### src/include/serial_port_pkg.sv
// Shared constants and types for the asynchronous serial port
// Functional notes
// - Full duplex, one byte after start
// - Dedicated bit rate generator, many rates
// - Mode register selects asynchronous operation
// - Transmit write loads and starts sending
// - Seven-bit length sends bits zero-six
// - Transmit write-only, reads return receive
// - Completed character moves to receive buffer
// - Seven-bit receive keeps MSB zero
// - Receive read-only, writes go to transmit
// - Mode register byte or bit writable
// - Divider register written as whole byte
// - Rate is fx/(2^(n+1)*(k+16))
// - Exponent n from prescaler field, 1..7
// - Offset k from modulus field, 0..14
package serial_port_pkg;
   localparam int DATA_W = 8;
   localparam int FIFO_DEPTH = 8;
   localparam int ADDR_W = 2;

   // Register map
   localparam logic [ADDR_W-1:0] ADDR_DATA = 2'h0;
   localparam logic [ADDR_W-1:0] ADDR_MODE = 2'h1;
   localparam logic [ADDR_W-1:0] ADDR_DIV = 2'h2;
   localparam logic [ADDR_W-1:0] ADDR_STAT = 2'h3;

   // Mode control fields
   localparam int MODE_TX_EN = 7;
   localparam int MODE_RX_EN = 6;
   localparam int MODE_ASYNC = 5;
   localparam int MODE_LEN8 = 2;
   localparam logic [7:0] MODE_RST = 8'h00;

   // Divider fields
   localparam int DIV_N_HI = 6;
   localparam int DIV_N_LO = 4;
   localparam int DIV_K_HI = 3;
   localparam int DIV_K_LO = 0;
   localparam logic [7:0] DIV_RST = 8'h10;
   localparam logic [2:0] N_MIN = 3'h1;
   localparam logic [3:0] K_MAX = 4'he;
   localparam logic [4:0] MOD_BASE = 5'h10;

   // Status fields
   localparam int STAT_TX_BUSY = 0;
   localparam int STAT_RX_READY = 1;
   localparam int STAT_OVERRUN = 2;
   localparam int STAT_FRAME_ERR = 3;

   localparam logic [3:0] BITS_8 = 4'h8;
   localparam logic [3:0] BITS_7 = 4'h7;

   typedef enum logic [3:0] {
      TX_IDLE = 4'b0001,
      TX_START = 4'b0010,
      TX_DATA = 4'b0100,
      TX_STOP = 4'b1000
   } tx_state_t;

   typedef enum logic [3:0] {
      RX_IDLE = 4'b0001,
      RX_START = 4'b0010,
      RX_DATA = 4'b0100,
      RX_STOP = 4'b1000
   } rx_state_t;
endpackage : serial_port_pkg

### src/verilog/serial_rx_fifo.sv
// Parameterised valid/ready FIFO for received characters
`timescale 1ns/100ps
`default_nettype none
module serial_rx_fifo #(
   parameter int WIDTH = 8,
   parameter int DEPTH = 8
) (
   // Clock and reset
   input wire logic core_clk,
   input wire logic arst_n,
   // Fill side
   input wire logic in_valid,
   output logic in_ready,
   input wire logic [WIDTH-1:0] in_data,
   // Drain side
   output logic out_valid,
   input wire logic out_ready,
   output logic [WIDTH-1:0] out_data
);
   localparam int PTR_W = $clog2(DEPTH);
   localparam int CNT_W = $clog2(DEPTH + 1);
   localparam logic [CNT_W-1:0] FULL_CNT = CNT_W'(DEPTH);
   localparam logic [PTR_W-1:0] LAST_PTR = PTR_W'(DEPTH - 1);

   logic [WIDTH-1:0] mem_q [DEPTH];
   logic [PTR_W-1:0] wr_ptr_q;
   logic [PTR_W-1:0] rd_ptr_q;
   logic [CNT_W-1:0] count_q;
   logic push;
   logic pop;

   assign in_ready = (count_q != FULL_CNT);
   assign out_valid = (count_q != '0);
   assign out_data = mem_q[rd_ptr_q];
   assign push = in_valid && in_ready;
   assign pop = out_valid && out_ready;

   always_ff @(posedge core_clk) begin
      if (push) begin
         mem_q[wr_ptr_q] <= in_data;
      end
   end

   always_ff @(posedge core_clk or negedge arst_n) begin
      if (!arst_n) begin
         wr_ptr_q <= '0;
         rd_ptr_q <= '0;
         count_q <= '0;
      end else begin
         if (push) begin
            wr_ptr_q <= (wr_ptr_q == LAST_PTR) ? '0 : wr_ptr_q + 1'b1;
         end
         if (pop) begin
            rd_ptr_q <= (rd_ptr_q == LAST_PTR) ? '0 : rd_ptr_q + 1'b1;
         end
         if (push && !pop) begin
            count_q <= count_q + 1'b1;
         end else if (pop && !push) begin
            count_q <= count_q - 1'b1;
         end
      end
   end
endmodule : serial_rx_fifo
`default_nettype wire

### src/verilog/async_serial_port_with_baud_gen.sv
// Asynchronous serial port with its own bit rate generator
`timescale 1ns/100ps
`default_nettype none
module async_serial_port_with_baud_gen
   import serial_port_pkg::*;
(
   // Clock and reset
   input wire logic core_clk,
   input wire logic arst_n,
   // CPU register port
   input wire logic [ADDR_W-1:0] reg_addr,
   input wire logic reg_wr,
   input wire logic reg_rd,
   input wire logic [7:0] reg_wdata,
   input wire logic reg_bit_set,
   input wire logic reg_bit_clr,
   input wire logic [2:0] reg_bit_sel,
   output logic [7:0] reg_rdata,
   // Serial line
   input wire logic rxd,
   output logic txd
);
   logic [7:0] mode_q;
   logic [7:0] div_q;
   logic [7:0] rdata_q;
   logic txd_q;

   // Effective exponent; zero in the field would give no division at all
   function automatic logic [2:0] eff_n(input logic [7:0] div);
      logic [2:0] n;
      n = div[DIV_N_HI:DIV_N_LO];
      return (n < N_MIN) ? N_MIN : n;
   endfunction : eff_n

   // True on the last prescaler tick of one (k+16) modulus period
   function automatic logic mod_hit(input logic [4:0] cnt, input logic [7:0] div);
      logic [3:0] k;
      k = div[DIV_K_HI:DIV_K_LO];
      if (k > K_MAX) begin
         k = K_MAX;
      end
      return cnt == (MOD_BASE + 5'(k) - 5'h01);
   endfunction : mod_hit

   // Register decode
   logic wr_data;
   logic wr_mode;
   logic wr_div;
   logic wr_stat;
   logic bit_mode;
   logic rd_data;
   logic async_on;
   logic len8;

   assign wr_data = reg_wr && (reg_addr == ADDR_DATA);
   assign wr_mode = reg_wr && (reg_addr == ADDR_MODE);
   assign wr_div = reg_wr && (reg_addr == ADDR_DIV);
   assign wr_stat = reg_wr && (reg_addr == ADDR_STAT);
   assign bit_mode = (reg_bit_set || reg_bit_clr) && (reg_addr == ADDR_MODE);
   assign rd_data = reg_rd && (reg_addr == ADDR_DATA);
   assign async_on = mode_q[MODE_ASYNC];
   assign len8 = mode_q[MODE_LEN8];

   always_ff @(posedge core_clk or negedge arst_n) begin
      if (!arst_n) begin
         mode_q <= MODE_RST;
      end else if (wr_mode) begin
         mode_q <= reg_wdata;
      end else if (bit_mode && reg_bit_set) begin
         mode_q[reg_bit_sel] <= 1'b1;
      end else if (bit_mode) begin
         mode_q[reg_bit_sel] <= 1'b0;
      end
   end

   // Bit operations on the divider are ignored on purpose
   always_ff @(posedge core_clk or negedge arst_n) begin
      if (!arst_n) begin
         div_q <= DIV_RST;
      end else if (wr_div) begin
         div_q <= reg_wdata;
      end
   end

   // Prescaler: one tick every 2^n clocks, shared by both directions
   logic [6:0] pre_cnt_q;
   logic [6:0] pre_mask;
   logic pre_tick;

   assign pre_mask = 7'((8'h01 << eff_n(div_q)) - 8'h01);
   assign pre_tick = ((pre_cnt_q & pre_mask) == pre_mask);

   always_ff @(posedge core_clk or negedge arst_n) begin
      if (!arst_n) begin
         pre_cnt_q <= '0;
      end else begin
         pre_cnt_q <= pre_tick ? '0 : pre_cnt_q + 7'h01;
      end
   end

   // Transmitter
   tx_state_t tx_state_q;
   logic [7:0] tx_shift_q;
   logic [3:0] tx_bits_q;
   logic [4:0] tx_mod_q;
   logic tx_half_q;
   logic tx_go;
   logic tx_bit_end;
   logic tx_busy;

   assign tx_busy = (tx_state_q != TX_IDLE);
   // A write during a transfer is dropped rather than corrupting it
   assign tx_go = wr_data && async_on && mode_q[MODE_TX_EN] && !tx_busy;
   assign tx_bit_end = pre_tick && mod_hit(tx_mod_q, div_q) && tx_half_q;

   always_ff @(posedge core_clk or negedge arst_n) begin
      if (!arst_n) begin
         tx_mod_q <= '0;
         tx_half_q <= 1'b0;
      end else if (!tx_busy) begin
         tx_mod_q <= '0;
         tx_half_q <= 1'b0;
      end else if (pre_tick && mod_hit(tx_mod_q, div_q)) begin
         tx_mod_q <= '0;
         tx_half_q <= !tx_half_q;
      end else if (pre_tick) begin
         tx_mod_q <= tx_mod_q + 5'h01;
      end
   end

   always_ff @(posedge core_clk or negedge arst_n) begin
      if (!arst_n) begin
         tx_state_q <= TX_IDLE;
         tx_shift_q <= '0;
         tx_bits_q <= '0;
         txd_q <= 1'b1;
      end else begin
         unique case (tx_state_q)
            TX_IDLE: begin
               txd_q <= 1'b1;
               if (tx_go) begin
                  tx_shift_q <= reg_wdata;
                  tx_bits_q <= len8 ? BITS_8 : BITS_7;
                  tx_state_q <= TX_START;
                  txd_q <= 1'b0;
               end
            end
            TX_START: begin
               if (tx_bit_end) begin
                  txd_q <= tx_shift_q[0];
                  tx_shift_q <= {1'b0, tx_shift_q[7:1]};
                  tx_bits_q <= tx_bits_q - 4'h1;
                  tx_state_q <= TX_DATA;
               end
            end
            TX_DATA: begin
               if (tx_bit_end && tx_bits_q == 4'h0) begin
                  txd_q <= 1'b1;
                  tx_state_q <= TX_STOP;
               end else if (tx_bit_end) begin
                  txd_q <= tx_shift_q[0];
                  tx_shift_q <= {1'b0, tx_shift_q[7:1]};
                  tx_bits_q <= tx_bits_q - 4'h1;
               end
            end
            TX_STOP: begin
               if (tx_bit_end) begin
                  tx_state_q <= TX_IDLE;
               end
            end
         endcase
      end
   end

   // Receiver: line passes two flops before any logic sees it
   logic rxd_meta_q;
   logic rxd_s_q;

   always_ff @(posedge core_clk or negedge arst_n) begin
      if (!arst_n) begin
         rxd_meta_q <= 1'b1;
         rxd_s_q <= 1'b1;
      end else begin
         rxd_meta_q <= rxd;
         rxd_s_q <= rxd_meta_q;
      end
   end

   rx_state_t rx_state_q;
   logic [7:0] rx_shift_q;
   logic [3:0] rx_bits_q;
   logic [4:0] rx_mod_q;
   logic rx_phase_q;
   logic rx_len8_q;
   logic rx_half_end;
   logic rx_sample;
   logic rx_on;
   logic rx_push;
   logic fifo_in_ready;
   logic fifo_out_valid;
   logic [7:0] fifo_out_data;
   logic [7:0] rx_byte;
   logic overrun_set;
   logic frame_set;

   assign rx_on = async_on && mode_q[MODE_RX_EN];
   assign rx_half_end = pre_tick && mod_hit(rx_mod_q, div_q);
   assign rx_sample = rx_half_end && rx_phase_q;
   // Seven-bit characters land right aligned with a zero on top
   assign rx_byte = rx_len8_q ? rx_shift_q : {1'b0, rx_shift_q[7:1]};

   // Half-bit timer restarts at each start edge to centre the samples
   always_ff @(posedge core_clk or negedge arst_n) begin
      if (!arst_n) begin
         rx_mod_q <= '0;
         rx_phase_q <= 1'b0;
      end else if (rx_state_q == RX_IDLE) begin
         rx_mod_q <= '0;
         rx_phase_q <= 1'b0;
      end else if (rx_half_end) begin
         rx_mod_q <= '0;
         rx_phase_q <= (rx_state_q == RX_START) ? 1'b0 : !rx_phase_q;
      end else if (pre_tick) begin
         rx_mod_q <= rx_mod_q + 5'h01;
      end
   end

   always_ff @(posedge core_clk or negedge arst_n) begin
      if (!arst_n) begin
         rx_state_q <= RX_IDLE;
         rx_shift_q <= '0;
         rx_bits_q <= '0;
         rx_len8_q <= 1'b1;
         rx_push <= 1'b0;
         overrun_set <= 1'b0;
         frame_set <= 1'b0;
      end else begin
         rx_push <= 1'b0;
         overrun_set <= 1'b0;
         frame_set <= 1'b0;
         unique case (rx_state_q)
            RX_IDLE: begin
               if (rx_on && !rxd_s_q) begin
                  rx_len8_q <= len8;
                  rx_bits_q <= len8 ? BITS_8 : BITS_7;
                  rx_state_q <= RX_START;
               end
            end
            RX_START: begin
               // A glitch shorter than half a bit is not a start
               if (rx_half_end) begin
                  rx_state_q <= rxd_s_q ? RX_IDLE : RX_DATA;
               end
            end
            RX_DATA: begin
               if (rx_sample) begin
                  rx_shift_q <= {rxd_s_q, rx_shift_q[7:1]};
                  rx_bits_q <= rx_bits_q - 4'h1;
                  if (rx_bits_q == 4'h1) begin
                     rx_state_q <= RX_STOP;
                  end
               end
            end
            RX_STOP: begin
               if (rx_sample) begin
                  rx_state_q <= RX_IDLE;
                  if (!rxd_s_q) begin
                     frame_set <= 1'b1;
                  end else if (fifo_in_ready) begin
                     rx_push <= 1'b1;
                  end else begin
                     overrun_set <= 1'b1;
                  end
               end
            end
         endcase
      end
   end

   // Push is registered one cycle after the stop sample; rx_shift_q holds still
   serial_rx_fifo #(
      .WIDTH(DATA_W),
      .DEPTH(FIFO_DEPTH)
   ) u_rx_fifo (
      .core_clk(core_clk),
      .arst_n(arst_n),
      .in_valid(rx_push),
      .in_ready(fifo_in_ready),
      .in_data(rx_byte),
      .out_valid(fifo_out_valid),
      .out_ready(rd_data),
      .out_data(fifo_out_data)
   );

   // Sticky error flags, write one to clear, a new event wins
   logic overrun_q;
   logic frame_err_q;

   always_ff @(posedge core_clk or negedge arst_n) begin
      if (!arst_n) begin
         overrun_q <= 1'b0;
      end else if (overrun_set) begin
         overrun_q <= 1'b1;
      end else if (wr_stat && reg_wdata[STAT_OVERRUN]) begin
         overrun_q <= 1'b0;
      end
   end

   always_ff @(posedge core_clk or negedge arst_n) begin
      if (!arst_n) begin
         frame_err_q <= 1'b0;
      end else if (frame_set) begin
         frame_err_q <= 1'b1;
      end else if (wr_stat && reg_wdata[STAT_FRAME_ERR]) begin
         frame_err_q <= 1'b0;
      end
   end

   logic [7:0] status;

   always_comb begin
      status = 8'h00;
      status[STAT_TX_BUSY] = tx_busy;
      status[STAT_RX_READY] = fifo_out_valid;
      status[STAT_OVERRUN] = overrun_q;
      status[STAT_FRAME_ERR] = frame_err_q;
   end

   // Read data is registered; an empty buffer reads as zero
   always_ff @(posedge core_clk or negedge arst_n) begin
      if (!arst_n) begin
         rdata_q <= 8'h00;
      end else if (reg_rd) begin
         unique case (reg_addr)
            ADDR_DATA: rdata_q <= fifo_out_valid ? fifo_out_data : 8'h00;
            ADDR_MODE: rdata_q <= mode_q;
            ADDR_DIV: rdata_q <= div_q;
            ADDR_STAT: rdata_q <= status;
         endcase
      end
   end

   assign reg_rdata = rdata_q;
   assign txd = txd_q;
endmodule : async_serial_port_with_baud_gen
`default_nettype wire

### config.mk
export PLATFORM = sky130hd
export DESIGN_NAME = async_serial_port_with_baud_gen
export DESIGN_NICKNAME = d
export VERILOG_FILES = /design/src/include/serial_port_pkg.sv /design/src/verilog/serial_rx_fifo.sv /design/src/verilog/async_serial_port_with_baud_gen.sv
export SDC_FILE = /design/constraint.sdc
export NUM_CORES = 1
export LEC_CHECK = 0
export ABC_AREA = 1
export BUFFER_PORTS_ARGS = -buffer_cell sky130_fd_sc_hd__buf_2
export CAP_MARGIN = 40
export CORE_MARGIN = 4
export CORE_UTILIZATION = 55
export CTS_CLUSTER_DIAMETER = 60
export CTS_CLUSTER_SIZE = 24
export DETAILED_ROUTE_END_ITERATION = 16
export PLACE_DENSITY_LB_ADDON = 0.15
export SYNTH_ARGS = -nofsm -noshare
export SYNTH_HDL_FRONTEND = slang
export SYNTH_SLANG_ARGS = --single-unit
### constraint.sdc
create_clock -name core_clk -period 2.8 [get_ports core_clk]
set_input_delay 0.28 -clock core_clk [delete_from_list [all_inputs] [get_ports core_clk]]
set_output_delay 0.28 -clock core_clk [all_outputs]
set_load 0.01 [all_outputs]
# Yosys cells after proc, flatten, opt, wreduce, memory -nomap -nowiden
# Memories as Yosys holds them, arrays and structs flattened.
# Cells that the tools add are included.
[word_totals]
ff_bits = 94
latchBits = 0
ram_bits = 64
mem_bits_ro = 0
inputBits = 20
out_inout_bits = 9
mem_count = 1
[op_classes]
add_sub_neg = 14
n_mul = 0
div = 0
n_lt_le_gt_ge = 4
n_eq_ne = 32
shift = 1
n_mux = 72
bitwise = 4
n_reduce_logical = 49
[memory_table]
columns = ["name", "words", "width", "rd", "rd_clocked_by_memory_dff", "wr", "line_no", "source"]
rows = [
  ["u_rx_fifo.mem_q", 8, 8, 1, 0, 1, "serial_rx_fifo.sv:25", "logic [WIDTH-1:0] mem_q [DEPTH];"],
]
[ops]
columns = ["cell", "count"]
rows = [
  ["4-bit 2-to-1 mux", 19],
  ["8-bit 2-to-1 mux", 8],
  ["4-bit one-hot mux with 4 select lines", 2],
  ["8-bit one-hot mux with 4 select lines", 1],
  ["5-bit 2-to-1 mux", 6],
  ["1-bit 2-to-1 mux", 26],
  ["1-bit logical AND", 25],
  ["8-bit one-hot mux with 3 select lines", 1],
  ["2-bit inequality test, second input constant", 9],
  ["5-bit == test", 3],
  ["4-bit by 1-bit == test with 1-bit output, second input constant", 3],
  ["3-bit 2-to-1 mux", 4],
  ["4-bit one-hot mux with 3 select lines", 1],
  ["4-bit by 1-bit subtractor with 4-bit output, second input constant", 3],
  ["5-bit by 1-bit adder with 5-bit output, second input constant", 2],
  ["5-bit by 4-bit adder with 5-bit output, first input constant", 2],
  ["2-bit nonzero test", 5],
  ["5-bit by 1-bit subtractor with 5-bit output, second input constant", 2],
  ["3-bit nonzero test", 3],
  ["8-bit bitwise AND", 1],
  ["4-bit by 2-bit == test with 1-bit output, second input constant", 2],
  ["4-bit by 3-bit == test with 1-bit output, second input constant", 2],
  ["4-bit == test, second input constant", 2],
  ["8-bit NOT", 1],
  ["32 further kinds", 43],
]

# Depth between registers and ports, before layout
# Gate-level depths: netlist (run 1).
[logic_depth]
word_depth = 11
depth_mapped = 16

# By module
# Synthesis (run 1) repeated with hierarchy kept, for this count alone.
[unflattened]
cells_unflattened = 899
area_unflattened_um2 = 7990.2
[by_module_without_submodules]
columns = ["module", "n_inst", "cells_per_inst", "area_per_inst_um2", "seq_area_each_um2"]
rows = [
  ["async_serial_port_with_baud_gen", 1, 604, 4705.8, 2110.8],
  ["serial_rx_fifo", 1, 295, 3284.4, 2172.1],
]

# Worst setup path after synthesis (run 1)
# Ideal clock, no wire load.
[synth_timing]
kind = "register to register"
start = "register u_rx_fifo.count_q[0]"
end = "register u_rx_fifo.count_q[3]"
setup_time_ns = 0.121
arrival_ns = 2.219
t_required_ns = 2.679
path_slack_ns = 0.459
path_stages_with_launch = 15
n_path_buf = 0
synth_period_minus_slack_ns = 2.341
cell_sequence = "dfrtp_1 nor2_1 inv_1 nor3_1 nor2_1 nand2_1 ha_1 inv_1 ha_1 a21o_1 a21oi_1 nor2_1 nor2_1 nand2_1 xor2_1"
[synth_via]
elab_chain_cells = 5
elab_cells_between_ends = 13
classes_between = "2 x add/sub; 1 x eq/ne; 2 x mux; 8 x reduce/logical"
[synth_rtl]
columns = ["item", "line_no", "source"]
rows = [
  ["start, declared", "serial_rx_fifo.sv:28", "logic [CNT_W-1:0] count_q;"],
  ["start signal, assigned", "serial_rx_fifo.sv:57", "count_q <= count_q + 1'b1;"],
  ["start signal, assigned", "serial_rx_fifo.sv:59", "count_q <= count_q - 1'b1;"],
  ["branches (longest 5 deep; another with 4-bit by 1-bit subtractor with 4-bit output)", "n/a", ""],
]
# Parallel ways; which one is timed is not known. The select of a mux whose other input is x is not followed.
# A chain may end at the register's enable or synchronous reset.

# Worst setup path in the final report (run 1)
[layout_timing]
start = "register u_rx_fifo.count_q[0]"
end = "register u_rx_fifo.count_q[3]"
[layout_via]
elab_chain_cells = 5
elab_cells_between_ends = 13
classes_between = "2 x add/sub; 1 x eq/ne; 2 x mux; 8 x reduce/logical"
[layout_rtl]
columns = ["item", "line_no", "source"]
rows = [
  ["4-bit inequality test *", "serial_rx_fifo.sv:32", "assign in_ready = (count_q != FULL_CNT);"],
  ["1-bit logical AND *", "serial_rx_fifo.sv:35", "assign push = in_valid && in_ready;"],
  ["net u_rx_fifo.push", "serial_rx_fifo.sv:29", "logic push;"],
  ["1-bit zero test", "serial_rx_fifo.sv:58", "end else if (pop && !push) begin"],
  ["1-bit logical AND", "serial_rx_fifo.sv:58", ""],
  ["2-bit nonzero test (no line)", "n/a", ""],
]
# The timed path passes the listed nets; every way through them passes the cells marked *. The select of a mux whose other input is x is not followed.

==> results.md, run 1 <==
- Initial Utilization: 56.3%
- DR WL/cell: between 15 and 20 um
- Max cap viols: 0
- Clk root buf: clkbuf_16
- Leakage: 4.06 nW
- Worst hold stages: 3
- Initial antenna violation count: 1
- R2r setup slk: 0.28 ns
- Clock transition at path regs: ~0.06 ns
- Slew Viols, Final: 0
- Final setup fails: 0
- Routed via count: about 6000
- Fin nets: 912
- Clock skew: between 0.01 and 0.015 ns
- RSZ-0062 raised after global routing: false
- Largest net degree at the start of global routing: 53
- Worst-path fanout max: 5
- Most frequent cell after synthesis: nand2_1
- Ports: 29
- Number of cells on the critical path: 15
- Main flop type after synthesis: dfrtp_1
- Internal power: 4.98 mW
- Post-detailed-route count of antenna-violating nets: 0
- Hold Crit Start: reg_wdata[4]
- R2R Path End: u_rx_fifo.count_q[3]
- CP peak stage delay: 0.44 ns
- DIE AREA: 16200 sq um
- Power Density: ~900 nW/um^2
- Port bufs: 28
- Reg-to-reg startpoint: u_rx_fifo.count_q[0]
- Worst Setup EP: u_rx_fifo.count_q[3]
- Async set or reset register ratio after synthesis: roughly 60%
- Seq pwr share: 39.8%
- Die Height: 127 um
- Synth Instances: 830
- DIE WIDTH: 127 um
- CP most frequent cell: inv_1
- CP top delay family: simple AND/OR/NAND/NOR gates
- Tmin final: roughly 2.5 ns
- Crit path launch: u_rx_fifo.count_q[0]
- H-tree depth: 4
- Mapped Nets: 865
- Setup TNS: 0 ns
- CP cell instances: nor2_1 -> inv_1 -> nor3_1 -> inv_1 -> nand2_1 -> inv_1 -> ha_1 -> inv_1 -> ha_1 -> a21o_1 -> a21oi_1 -> nor2_1 -> nor2_1 -> nand2_1 -> xor2_1
- Share of the synthesized area in the top cell type: 27.9%
- Post-placement cell area: roughly 8200 sq um
- Finished Cell Area: 8820 sq um
- Vias in the first global route: 5748
- Global Route Usage Sum: approximately 22%
- Sink Count: roughly 160
- Least-Margin Pin Slew: 0.944 ns
- Buf+Inv Stages, Crit Path: 4
- CTS tree: yes
- HP Class: in -> reg
- Global-route wire length before repair: between 20000 and 30000 um
- Worst setup EP type: register
- Core area: 13900 sq um
- Dominant cells by area after synthesis: dfrtp_1 (28%), edfxtp_1 (25%), nand2_1 (6.7%)
- Slowest CP cell: dfrtp_1
- Vias/cell: 5.59
- FP Rows: 43
- Startpoint types: register
- Switching Power: 2.92 mW
- Logic gate share of total power: 31.8%
- Worst vdd ir: 0.615 mV
- Post-synth EDFFs: 64
- Ant diodes: 0
- Synth area leader: dfrtp_1
- Sw Ratio: 37.0%
- Post-Syn Area per Cell: 9.41 sq um
- TritonRoute pass-1 iters: 6
- Post-synthesis sequential area ratio: 54.8%
- GP Congestion: 0.866
- Gates resized, CTS repair: 0
- Arr. time, crit path: 2.82 ns
- Worst skew pair latency: 0.42 ns
- Rel. slew slack: between 30% and 40%
- Final hold viol count: 0
- Post-detail-place hpwl: between 10000 and 15000 um
- DRT iter0 DRCs: 560
- Leading cell types by count after synthesis: nand2_1 (140), inv_1 (98), nor2_1 (92)
- CP Class: reg -> reg
- Peak Freq: a little under 400 MHz
- CTS hold repair buffers: 2
- Layout cells sized above 1: roughly 15%
- Tcrit/Tclk final: 89.9%
- Mapped Area: between 7000 and 8000 sq um
- Clock power share: 28.3%
- Flops & latches, synth: 158
- GR Overflow Total: 0
- Yosys warns: 0
- Synth cell types: 55
- Remaining DRCs: 0
- WL final: 17400 um
- Num CTS Buffers: 17
- CTS Buffer Depth: 2
- Status: completed
- Area delta synth->final: 12.9%
- R2R depth: 15
- CP required: 3.10 ns
- Setup Buffers After CTS: 0
==> worst register-to-register path, cell delays in order, from the launching register on <==
cell and delay, ns:
dfrtp_1 0.44, nor2_1 0.12, inv_1 0.06, nor3_1 0.22, inv_1 0.10, nand2_1 0.10
inv_1 0.09, ha_1 0.22, inv_1 0.13, ha_1 0.25, a21o_1 0.17, a21oi_1 0.17
nor2_1 0.06, nor2_1 0.08, nand2_1 0.07, xor2_1 0.13
==> flip-flops by register name, summed over array words and instances (netlist names), 5 cells and up, named ones only <==
register / count
tx_mod_q: 5
rx_mod_q: 5
reg_rdata: 8
tx_shift_q: 8
u_rx_fifo.mem_q: 64
pre_cnt_q: 7
div_q: 8
rx_shift_q: 8
==> per-layer routing <==
metal	up-vias	track usage, %	wire (um)
met4	2	5.11	134
li1	2907	-	-
met2	174	35.7	8270
met3	17	5.06	1260
met5	-	0	13
met1	2881	31.5	7750
==> layout by cell type (no fill, tap or decap), types with 17 or more instances in the layout <==
| master | n |
|---|---|
| edfxtp_1 | 64 |
| clkbuf_16 | 17 |
| nand2_1 | 140 |
| buf_2 | 30 |
| o21ai_0 | 63 |
| inv_1 | 98 |
| nand3_1 | 64 |
| dfrtp_1 | 87 |
| nand2_2 | 19 |
| nor2_1 | 92 |
==> cells by family (layout without fill, tap and decap cells) <==
kind of cell / after synthesis / after routing / share of synthesized area [%]
buffers and inverters: 126 / 186 / 6.31
and+or+nand+nor: 364 / 364 / 22.1
adders and majority gates: 15 / 15 / 2.50
muxes: 14 / 14 / 1.83
xor gates and xnor gates: 17 / 17 / 1.91
DFF: 158 / 158 / 54.8
AOI/OAI and AO/OA: 136 / 136 / 10.5
==> power by group through the flow <==
stage / Combinational (mW) / Clock, mW / Sequential [mW]
3_5_place_dp: 2.50 / 0 / 3.17
6_report: 2.52 / 2.24 / 3.15
5_1_grt: 2.86 / 2.39 / 3.19
4_1_cts: 2.52 / 2.26 / 3.14
2_1_floorplan: 1.98 / 0 / 3.08
3_3_place_gp: 2.39 / 0 / 3.15
==> worst min-delay path by stage <==
stage	end	slack, ns
6_report	div_q[4]	0.16
2_1_floorplan	async pin	-0.02
4_1_cts	div_q[4]	0.14
3_3_place_gp	reg_rdata[0]	0.32
3_5_place_dp	reg_rdata[7]	0.33
5_1_grt	div_q[4]	0.16
==> area by class of cell <==
cell class,count,area (sq um)
fill,1155,5060
multi-input combinational,546,3040
inverter,106,398
tap,180,225
sequential,158,4280
clock inverter,14,144
clock buffer,18,429
timing repair buffer,48,303
==> through the flow <==
stage / instances / hold WS, ns / total power [mW] / setup slack (ns) / util, %
2_1_floorplan: 830 / -0.0156 / 5.06 / 0.459 / -
3_3_place_gp: 1033 / 0.317 / 5.54 / 0.425 / 59.1
3_5_place_dp: 1036 / 0.329 / 5.68 / 0.293 / 59.2
4_1_cts: 1070 / 0.143 / 7.92 / 0.291 / 63.5
5_1_grt: 1070 / 0.162 / 8.44 / 0.0497 / 63.5
6_report: 1070 / 0.156 / 7.91 / 0.282 / 63.5
Power figures use the tool's default switching activity.
==> run 2: changes to the inputs <==
Settings changed: CTS_BUF_LIST set to sky130_fd_sc_hd__clkbuf_8.
==> results.md, run 2 (same netlist as run 1, synthesis figures left out) <==
- Status: completed
- CTS Buffer Depth: 2 (unchanged)
- Worst vdd ir: 0.556 mV (-9.6%)
- GR Overflow Total: 0 (unchanged)
- Num CTS Buffers: 17 (unchanged)
- Setup TNS: 0 ns (unchanged)
- Worst setup EP type: register
- Peak Freq: 397 MHz (about the same)
- R2r setup slk: 0.28 ns (about the same)
- Post-detail-place hpwl: 12300 um (unchanged)
- Tmin final: 2.52 ns (-0.00153 ns)
- Largest net degree at the start of global routing: 53 (unchanged)
- Tcrit/Tclk final: 89.9% (about the same)
- DIE AREA: 16200 sq um (unchanged)
- Worst skew pair latency: 0.45 ns (+0.03 ns)
- Commonest non-fill, non-tap cell in the layout: nand2_1
- DR WL/cell: 16.1 um (-1.2%)
- Hold Crit Start: reg_wdata[4]
- Max FFs per register: 64 (unchanged)
- Core area: 13900 sq um (unchanged)
- Clock transition at path regs: 0.08 ns (+0.02 ns)
- H-tree depth: 4 (unchanged)
- DRT iter0 DRCs: 563 (+0.54%)
- Worst hold stages: 3 (unchanged)
- Area delta synth->final: 10.4%
- Final hold viol count: 0 (unchanged)
- Global Route Usage Sum: 22.0% (-0.36 points)
- Commonest non-fill, non-tap cells in the layout: nand2_1 (140), inv_1 (99), nor2_1 (92)
- CP most frequent cell: inv_1
- Reg-to-reg startpoint: u_rx_fifo.count_q[0]
- Ant diodes: 0 (unchanged)
- CP cell instances: nor2_1 -> inv_1 -> nor3_1 -> inv_1 -> nand2_1 -> inv_1 -> ha_1 -> inv_1 -> ha_1 -> a21o_1 -> a21oi_1 -> nor2_1 -> nor2_1 -> nand2_1 -> xor2_1
- Layout cells sized above 1: 15.1% (unchanged)
- Startpoint types: register
- Clock skew: 0.0183 ns (+0.00647 ns)
- WL final: 17200 um (-1.2%)
- RSZ-0062 raised after global routing: false
- Initial Utilization: 56.3% (unchanged)
- Ports: 29 (unchanged)
- GP Congestion: 0.866 (unchanged)
- Slowest CP cell: dfrtp_1
- Clk root buf: clkbuf_8
- Reg with most FFs: u_rx_fifo.mem_q
- CP peak stage delay: 0.44 ns (about the same)
- CP Class: reg -> reg
- DIE WIDTH: 127 um (unchanged)
- CP required: 3.14 ns (+0.04 ns)
- Number of cells on the critical path: 15 (unchanged)
- Max cap viols: 0 (unchanged)
- Die Height: 127 um (unchanged)
- Setup Buffers After CTS: 0 (unchanged)
- Final setup fails: 0 (unchanged)
- Global-route wire length before repair: 28100 um (-1.6%)
- Power Density: 844 nW/um^2 (-5.8%)
- CP top delay family: simple AND/OR/NAND/NOR gates
- Remaining DRCs: 0 (unchanged)
- Slew Viols, Final: 0 (unchanged)
- Buf+Inv Stages, Crit Path: 4 (unchanged)
- HP Class: in -> reg
- Least-Margin Pin Slew: 0.897 ns (-0.0476 ns)
- R2R depth: 15 (unchanged)
- Vias in the first global route: 5687 (-1.1%)
- Hold endpoint: div_q[4]
- Crit path launch: u_rx_fifo.count_q[0]
- Initial antenna violation count: 1 (unchanged)
- Vias/cell: 5.57 (-0.33%)
- R2R Path End: u_rx_fifo.count_q[3]
- Rel. slew slack: 39.6% (+3.2 points)
- Hold Worst Slack: 0.129 ns (-0.0269 ns)
- Arr. time, crit path: 2.85 ns (+0.03 ns)
- Routed via count: 5961 (-0.33%)
- Port bufs: 28 (unchanged)
- Gates resized, CTS repair: 0 (unchanged)
- Fin nets: 912 (unchanged)
- TritonRoute pass-1 iters: 5 (-1)
- FP Rows: 43 (unchanged)
- Leakage: 3.98 nW (-2.0%)
- Sink Count: 158 (unchanged)
- Worst-path fanout max: 5 (unchanged)
- CTS tree: yes
- Post-detailed-route count of antenna-violating nets: 0 (unchanged)
==> run 2: layout make-up <==
cell class              instances  area (sq um)
multi-input cells             546          3040
inverters                     106           398
repair buffers                 48           303
clock inverters                15           148
fillers                      1188          5260
flip-flops and latches        158          4280
clock buffers                  17           234
well taps                     180           225
==> run 2: per-stage QoR <==
stage / setup WS, ns / utilization, % / total power [mW] / cell area, sq um / std cells
after floorplan: 0.459 / - / 5.06 / 7810 / 830
after global placement: 0.425 / 59.1 / 5.54 / 8210 / 1033
after detailed placement: 0.293 / 59.2 / 5.68 / 8220 / 1036
after CTS: 0.290 / 62.1 / 7.30 / 8630 / 1070
after global routing: 0.0439 / 62.1 / 7.82 / 8630 / 1070
final: 0.283 / 62.1 / 7.28 / 8630 / 1070
==> run 2: power by group <==
group          internal, mW  switching, mW
clock                 0.787          0.846
combinational         0.903           1.61
sequential             2.76          0.374
total                  4.45           2.83
==> run 2: tightest hold or removal path, cell delays in order <==
cell     delay (ns)
buf_2          0.09
inv_1          0.09
o21ai_0        0.10
==> run 2: routing by layer <==
layer | vias to the layer above | GRT usage, % | share of wire (%)
li1 | 2899 | - | -
met1 | 2842 | 31.2 | 45
met2 | 202 | 34.8 | 47
met3 | 16 | 5.06 | 6.7
met4 | 2 | 4.86 | 0.63
met5 | - | 0 | 0.076
==> run 2: worst max-delay path by stage <==
stage                      endpoint
3_3_place_gp   u_rx_fifo.count_q[3]
3_5_place_dp   u_rx_fifo.count_q[3]
5_1_grt        u_rx_fifo.count_q[3]
4_1_cts        u_rx_fifo.count_q[3]
6_report       u_rx_fifo.count_q[3]
2_1_floorplan  u_rx_fifo.count_q[3]
==> run 2: timing repair <==
action | in CTS | in global routing
endpoints found under the hold margin | 40 | 0
endpoints found under the setup margin | 0 | 0
hold buffers | 2 | 0
